$ cat src/hdl/cp_pkg.sv
/*
 * cp_pkg: shared constants and types for the charge pump controller.
 * Assumes an APB master with 32-bit data; the control register is one
 * aligned word at four times its printed index.
 */
package cp_pkg;

    // register placement: printed index, byte address is four times it
    localparam logic [15:0] CTRL_INDEX = 16'h100d;
    localparam logic [15:0] CTRL_ADDR  = 16'h4034;

    // field positions inside the control register
    localparam int MODE_LSB    = 6;
    localparam int CLKSEL_BIT  = 5;
    localparam int REQ_BIT     = 2;
    localparam int THR_BIT     = 1;
    localparam int RDY_BIT     = 0;

    // reset values
    localparam logic [1:0] MODE_RST   = 2'h0;
    localparam logic       CLKSEL_RST = 1'h0;

    // pump mode field encodings
    typedef enum logic [1:0] {
        CP_MODE_OFF    = 2'b00,
        CP_MODE_PERIPH = 2'b01,
        CP_MODE_AUTO   = 2'b10,
        CP_MODE_ON     = 2'b11
    } cp_mode_t;

    // pump clock source steering
    typedef enum logic [1:0] {
        CP_CLK_CONV_RC  = 2'b00,
        CP_CLK_SYS_DIV  = 2'b01,
        CP_CLK_INTERNAL = 2'b10
    } cp_clk_src_t;

    // software-written configuration
    typedef struct packed {
        cp_mode_t mode;
        logic     clk_sel;
    } cp_cfg_t;

    // read-only status flags
    typedef struct packed {
        logic request;
        logic threshold;
        logic ready;
    } cp_stat_t;

endpackage : cp_pkg

$ cat src/hdl/cp_charge_pump_ctrl.sv
/*
 * cp_charge_pump_ctrl: mode control, clock steering and status for an
 * on-chip charge pump, with an APB slave holding the control register.
 * Assumes the comparator and settling inputs are asynchronous, and the
 * converter and peripheral signals come from logic on ref_clk.
 */
// The implementer's own choice: the APB slave port.
// Functional notes
// - mode 11 keeps pump on always
// - mode 10: on while supply below threshold
// - mode 01: on if peripheral enabled, supply low
// - mode resets 00; writing 00 stops pump
// - clock select 1 uses internal oscillator
// - select 0: rc idle, system derivative converting
// - threshold flag mirrors supply above threshold
// - ready flag only when pump steady
// - request flag shows peripheral requesting pump
// - register layout: mode 7:6, select 5, flags
module cp_charge_pump_ctrl (
    // clock and reset
    input  wire logic                ref_clk,
    input  wire logic                rst,
    // apb slave
    input  wire logic                psel,
    input  wire logic                penable,
    input  wire logic                pwrite,
    input  wire logic [15:0]         paddr,
    input  wire logic [31:0]         pwdata,
    input  wire logic [3:0]          pstrb,
    output logic                     pready,
    output logic [31:0]              prdata,
    output logic                     pslverr,
    // analog side inputs
    input  wire logic                supply_above_async,
    input  wire logic                pump_settled_async,
    input  wire logic                periph_enabled,
    input  wire logic                periph_request,
    input  wire logic                conversion_running,
    // pump control outputs
    output logic                     pump_on,
    output cp_pkg::cp_clk_src_t      pump_clk_src,
    output logic                     pump_ready_flag
);

    // synchroniser stages and accepted levels
    logic [2:0]          above_sync;
    logic [2:0]          settled_sync;
    logic                above_q;
    logic                settled_q;
    logic                next_above_q;
    logic                next_settled_q;

    // register and status state
    cp_pkg::cp_cfg_t     cfg;
    cp_pkg::cp_cfg_t     next_cfg;
    logic                pump_request_flag;
    logic                next_pump_on;
    logic                next_ready;
    logic                next_request;
    cp_pkg::cp_clk_src_t next_clk_src;

    // bus state
    logic                setup;
    logic                hit;
    logic                wr_take;
    logic                next_pready;
    logic                next_pslverr;
    logic [31:0]         next_prdata;
    cp_pkg::cp_stat_t    stat;

    // accept a new level only once stages two and three agree, so a
    // metastable first stage never reaches the decision logic
    // synchroniser acceptance
    always_comb begin
        next_above_q   = (above_sync[2] == above_sync[1]) ? above_sync[2] : above_q;
        next_settled_q = (settled_sync[2] == settled_sync[1]) ? settled_sync[2] : settled_q;
    end

    // shift the raw inputs through three flops
    always_ff @(posedge ref_clk or posedge rst) begin
        if (rst) begin
            above_sync   <= 3'h0;
            settled_sync <= 3'h0;
            above_q      <= 1'h0;
            settled_q    <= 1'h0;
        end else begin
            above_sync   <= {above_sync[1:0], supply_above_async};
            settled_sync <= {settled_sync[1:0], pump_settled_async};
            above_q      <= next_above_q;
            settled_q    <= next_settled_q;
        end
    end

    // bus decode; the access phase always completes in one cycle
    assign setup   = psel & ~penable;
    assign hit     = (paddr == cp_pkg::CTRL_ADDR);
    assign wr_take = psel & penable & pready & pwrite & ~pslverr & pstrb[0];

    // status word as software sees it
    // threshold from synced supply
    assign stat = '{request: pump_request_flag, threshold: above_q, ready: pump_ready_flag};

    // configuration write; only the low byte lane carries fields
    // write of mode field
    always_comb begin
        next_cfg = cfg;
        if (wr_take) begin
            next_cfg.mode    = cp_pkg::cp_mode_t'(pwdata[cp_pkg::MODE_LSB +: 2]);
            next_cfg.clk_sel = pwdata[cp_pkg::CLKSEL_BIT];
        end
    end

    // answer computed in setup so pready and data leave flops directly
    // register read layout
    always_comb begin
        next_pready  = setup;
        next_pslverr = setup & ~hit;
        next_prdata  = prdata;
        if (setup) begin
            next_prdata = 32'h0;
            if (hit & ~pwrite) begin
                next_prdata[cp_pkg::MODE_LSB +: 2] = cfg.mode;
                next_prdata[cp_pkg::CLKSEL_BIT]    = cfg.clk_sel;
                next_prdata[cp_pkg::REQ_BIT]       = stat.request;
                next_prdata[cp_pkg::THR_BIT]       = stat.threshold;
                next_prdata[cp_pkg::RDY_BIT]       = stat.ready;
            end
        end
    end

    // register the bus answer and configuration
    always_ff @(posedge ref_clk or posedge rst) begin
        if (rst) begin
            pready  <= 1'h0;
            pslverr <= 1'h0;
            prdata  <= 32'h0;
            cfg     <= '{mode: cp_pkg::cp_mode_t'(cp_pkg::MODE_RST), clk_sel: cp_pkg::CLKSEL_RST};
        end else begin
            pready  <= next_pready;
            pslverr <= next_pslverr;
            prdata  <= next_prdata;
            cfg     <= next_cfg;
        end
    end

    // pump enable decision from mode, supply and peripheral state
    always_comb begin
        unique case (cfg.mode)
            cp_pkg::CP_MODE_ON:     next_pump_on = 1'b1;
            cp_pkg::CP_MODE_AUTO:   next_pump_on = ~above_q;
            cp_pkg::CP_MODE_PERIPH: next_pump_on = periph_enabled & ~above_q;
            cp_pkg::CP_MODE_OFF:    next_pump_on = 1'b0;
        endcase
    end

    // clock steering; the low-current rc runs while idle, trading
    // output ripple for current until a conversion needs it
    always_comb begin
        if (cfg.clk_sel) begin
            next_clk_src = cp_pkg::CP_CLK_INTERNAL;
        end else if (conversion_running) begin
            next_clk_src = cp_pkg::CP_CLK_SYS_DIV;
        end else begin
            next_clk_src = cp_pkg::CP_CLK_CONV_RC;
        end
    end

    // status flags; ready drops the same cycle the pump is turned off
    always_comb begin
        next_ready   = next_pump_on & settled_q;
        next_request = periph_request;
    end

    // register pump outputs and flags
    always_ff @(posedge ref_clk or posedge rst) begin
        if (rst) begin
            pump_on           <= 1'h0;
            pump_clk_src      <= cp_pkg::CP_CLK_CONV_RC;
            pump_ready_flag   <= 1'h0;
            pump_request_flag <= 1'h0;
        end else begin
            pump_on           <= next_pump_on;
            pump_clk_src      <= next_clk_src;
            pump_ready_flag   <= next_ready;
            pump_request_flag <= next_request;
        end
    end
endmodule : cp_charge_pump_ctrl

$ cat config.mk
export PLATFORM = sky130hd
export DESIGN_NAME = cp_charge_pump_ctrl
export DESIGN_NICKNAME = d
export VERILOG_FILES = /design/src/hdl/cp_pkg.sv /design/src/hdl/cp_charge_pump_ctrl.sv
export SDC_FILE = /design/constraint.sdc
export NUM_CORES = 1
export LEC_CHECK = 0
export ABC_CLOCK_PERIOD_IN_PS = 1200
export BUFFER_PORTS_ARGS = -buffer_cell sky130_fd_sc_hd__buf_2
export CORE_MARGIN = 2
export CORE_UTILIZATION = 33
export DETAILED_ROUTE_END_ITERATION = 8
export PLACE_DENSITY = 0.87
export SYNTH_ARGS = -nofsm -noshare
export SYNTH_HDL_FRONTEND = slang
export SYNTH_SLANG_ARGS = --single-unit
$ cat constraint.sdc
create_clock -name ref_clk -period 1.2 [get_ports ref_clk]
set_input_delay 0.12 -clock ref_clk [delete_from_list [all_inputs] [get_ports ref_clk]]
set_output_delay 0.12 -clock ref_clk [all_outputs]
set_load 0.005 [all_outputs]
======== Word level (Yosys, flattened, before mapping) ========
Cells that the tools add are included.
cells by class
  add/sub/neg operators ................... 0
  multiply operators ...................... 0
  div/mod/pow operators ................... 0
  order comparisons ....................... 0
  equal/unequal tests ..................... 6
  shifts and indexed selects .............. 0
  mux-type cells .......................... 5
  bitwise logic cells ..................... 15
  reductions and logical operators ........ 1
operator list
  cell                    count
  $eq A16 B15 Y1 const B  1
  $and A1 B1 Y1           10
  $mux W3                 2
  $not A1 Y1              5
  $eq A2 B2 Y1 const B    2
  $pmux W1 S4             1
  $eq A1 B1 Y1            2
  $eq A2 B1 Y1 const B    1
  $logic_not A2 Y1        1
  $mux W2                 1
  $mux W1                 1
storage, ports and cells
  register bits ........................... 24
  bits in latches ......................... 0
  bits in writable memories ............... 0
  memory bits (read-only) ................. 0
  input bits .............................. 62
  output and inout port bits .............. 38
  word-level logic and storage cells ...... 40
  memories ................................ 0

======== Depth between registers and ports, before layout ========
  depth in word-level cells ............... 5
  gate-level depth with buffers ........... 5
  depth with buffers taken out ............ 4

======== Least setup slack after synthesis ========
Ideal clock, no wire load.
  kind .................................... register to register
  start ................................... register pready
  end ..................................... register cfg[0] (netlist name)
  setup time .............................. 0.125 ns
  arrival ................................. 1.062 ns
  path slack .............................. 0.013 ns
  stages on the path, launching flop included .. 4
  period minus slack after synthesis ...... 1.187 ns
  path through ............................ dfrtp_1 -> nand4_2 -> nor3b_2 -> mux2_2
between the ends
  longest elaborated chain between the ends .. 4
RTL lines
  what                        RTL line                    text
  start: declaration          cp_charge_pump_ctrl.sv:30   output logic pready,
  start signal: assignment    cp_charge_pump_ctrl.sv:139  pready <= next_pready;
  $and A1 B1 Y1 (4 in a row)  cp_charge_pump_ctrl.sv:97   assign wr_take = psel & penable & pready & pwrite & ~pslverr & pstrb[0];
  end signal: assignment      cp_charge_pump_ctrl.sv:137  cfg <= '{mode: cp_pkg::cp_mode_t'(cp_pkg::MODE_RST), clk_sel: cp_pkg::CLKSEL_RST};
  end signal: assignment      cp_charge_pump_ctrl.sv:142  cfg <= next_cfg;
  end: declaration            cp_charge_pump_ctrl.sv:54   cp_pkg::cp_cfg_t cfg;
No other way between the ends.
A chain may end at the register's enable or synchronous reset.

======== Worst setup path after layout ========
Ends and elaborated chain as after synthesis.

==> results.toml <==
[outcome]
status = "complete, but fails checks"
violations = "setup timing"

[power_and_ir_drop]
peakVddDrop_mv = 0.455
swShare_pct = 21.5
p_leak_nw = 0.729
internal_power_mw = 1.31
comb_power_share_pct = 11.9
clkPwrFrac_pct = 34.2
p_switching_uw = 359
pwr-share-seq_pct = 53.9
totalPowerFinal_mw = 1.67
power_density_mw_per_mm2 = 1220

[setup_path]
cp-end-kind = "register"
start_kind = "register"
crit_type = "register to register"
cp.required_ns = 1.40
path_max_fanout = 3
crit_arrival_ns = 1.43

[global_route]
grt_start_max_net_pins = 25
grt_pass1_vias = 711
grt_pass1_wl_mm = 3.03
grt_usage_pct = 10.9
antenna_found_initial = 0
overflow = 0

[place]
place.gp.congestion = 0.705
hpwlAfterDp_mm = 1.56
portBuffers = 41

[worst_hold_path]
hp-class = "primary input to register"

[layout]
drive_above_1_share_pct = 38.7
num-fill-cells = 290
syn2layout_area_growth_pct = 27.4
final_nets = 205
num_antenna_cells = 0

[timing]
setup_viol = 3
slew_violations = 0
fin_crit_sh_pct = 102
finalClockSkew_ns = 0.00505
hold_viol = 0
post-route-min-period_ns = 1.22
setup_tns_ns = -0.0468
finalWorstSetupSlack_ns = -0.0222
max_clock_freq_mhz = 818
rsz0062_at_grt = "yes"

[floorplan]
dieArea_sq_mm = 0.00373
core_sq_mm = 0.00308
fp-row-count = 20
die_y_microns = 61.0
initial_utilization_pct = 34.9
die_w_microns = 61.0
ios = 100

[synthesis]
yosysTopAreaCell = "dfrtp_1"
avgSynthCellArea_sq_um = 11.8
synth_seq_cells = 24
synth.distinct_cells = 22
seq_area_frac_synth_pct = 55.9
synthTopCellsByArea = "dfrtp_1 56%, buf_4 18%, nand3b_1 3.5%"
yosys.area.top_type_share_pct = 55.9
netlist_area_sq_mm = 0.00107
synth_cells = 91
yosys_warnings = 0

[detailed_routing]
viasPerCell = 3.94
drc = 0
postRouteAntennaNets = 0
num_vias = 733
wl_mm = 1.96
drtPass1Iterations = 4
wire_per_inst_microns = 10.5
drt_iter0_markers = 18

[cts]
clk_pin_slew_ns = 0.13
cts-buffers-inserted = 3
clock_path_buffers = 2
tritoncts = "done"
clock-root-buffer = "clkbuf_4"
clk_latency_ns = 0.31
htree_num_levels = 1
clkSinkCount = 24

[job]
maxCapViolCount = 0
==> synth_stat cells, drive strengths merged <==
master  count
nand4       2
dfrtp      24
o41ai       1
nand3       1
nor4b       1
nor2b       1
and2        1
inv         3
maj3        2
and4b       1
a21boi      1
mux2        3
nor3b       1
nand2b      1
nor4        2
o21ai       6
nand2       7
nand3b      5
conb        1
buf        27
==> worst max-delay path, stage by stage (launching register included) <==
cell and delay (ns):
dfrtp_1 0.39, nand4_2 0.11, nor3b_4 0.30, mux2_4 0.33
==> layer usage <==
metal  track usage [%]  part of all wire [%]
met1              12.8                    39
met2              19.9                    53
met3              2.73                   7.7
met4              2.80                     0
met5                 0                     0
==> metrics by stage <==
| stage | util, % | instances | hold slack (ns) | setup slack (ns) | cell area, sq um |
|---|---|---|---|---|---|
| 5_1_grt | 44.4 | 186 | 0.0101 | -0.0662 | 1370 |
| 6_report | 44.4 | 186 | 0.0370 | -0.0222 | 1370 |
| 4_1_cts | 44.4 | 186 | 0.0105 | -0.0276 | 1370 |
| 3_5_place_dp | 40.6 | 177 | 0.181 | -0.0645 | 1250 |
| 3_3_place_gp | 40.6 | 177 | 0.174 | -0.0377 | 1250 |
| 2_1_floorplan | - | 116 | 0.135 | 0.0132 | 1170 |
==> power by group through the flow <==
stage	combinational, mW	clock (mW)	sequential (mW)
2_1_floorplan	0.143	0	0.911
3_3_place_gp	0.169	0	0.913
3_5_place_dp	0.177	0	0.917
4_1_cts	0.202	0.607	0.902
5_1_grt	0.224	0.627	0.909
6_report	0.199	0.571	0.901
==> state kept, by name, summed over array words and instances, names as in the netlist, 2 cells and up <==
name	cells
cfg	3
above_sync	3
settled_sync	3
prdata	6
pump_clk_src	2
==> path summary, 6_finish.rpt <==
path / start / to / slack [ns] / depth (start not counted)
max: pready$_DFF_PP0_ / cfg[0]$_DFFE_PP0P_ / -0.02 / 3
min: pwdata[6] / cfg[1]$_DFFE_PP0P_ / 0.04 / 2
max reg2reg: pready$_DFF_PP0_ / cfg[0]$_DFFE_PP0P_ / -0.02 / 3
min reg2reg: settled_sync[0]$_DFF_PP0_ / settled_sync[1]$_DFF_PP0_ / 0.36 / 0
max in group asynchronous: rst / pslverr$_DFF_PP0_ / 0.59 / 4
min in group asynchronous: rst / pump_clk_src[0]$_DFF_PP0_ / 0.38 / 4
==> cells in the final DEF, fill, tap and decap left out, types with 2 or more instances in the layout <==
cell,netlist,layout
buf_2,1,41
conb_1,1,26
dfrtp_1,24,24
nand2_1,7,7
o21ai_0,6,6
nand3b_1,5,5
dlygate4sd3_1,0,4
buf_4,26,4
inv_1,3,3
mux2_4,0,3
clkbuf_4,0,3
nor4_1,2,2
maj3_1,2,2
==> final cells by class <==
cell class / instances / area, sq um / share of cell area [%]
clock buffer: 3 / 22.5 / 1.65
tap: 44 / 55.1 / 4.03
sequential: 24 / 601 / 43.9
clock inverter: 1 / 30.0 / 2.20
inverter: 3 / 11.3 / 0.823
multi-input combinational: 62 / 373 / 27.3
timing repair buffer: 49 / 275 / 20.1
==> what timing repair did <==
action / 4_1_cts / 5_1_grt
setup buffers: 1 / 0
setup endpoints to repair: 3 / 3
pin swaps: 2 / 0
gates resized for setup: 4 / 0
endpoints found under the hold margin: 27 / 0
hold buffers: 4 / 0
==> kinds of logic after synthesis <==
kind of cell,Yosys count,synth area share (%)
DFF,24,55.9
buffers and inverters,30,19.7
adders and majority gates,2,1.86
other,1,0.349
muxes,3,3.15
and+or+nand+nor,23,14.0
AOI/OAI and AO/OA,8,5.01
Power figures use the tool's default switching activity.
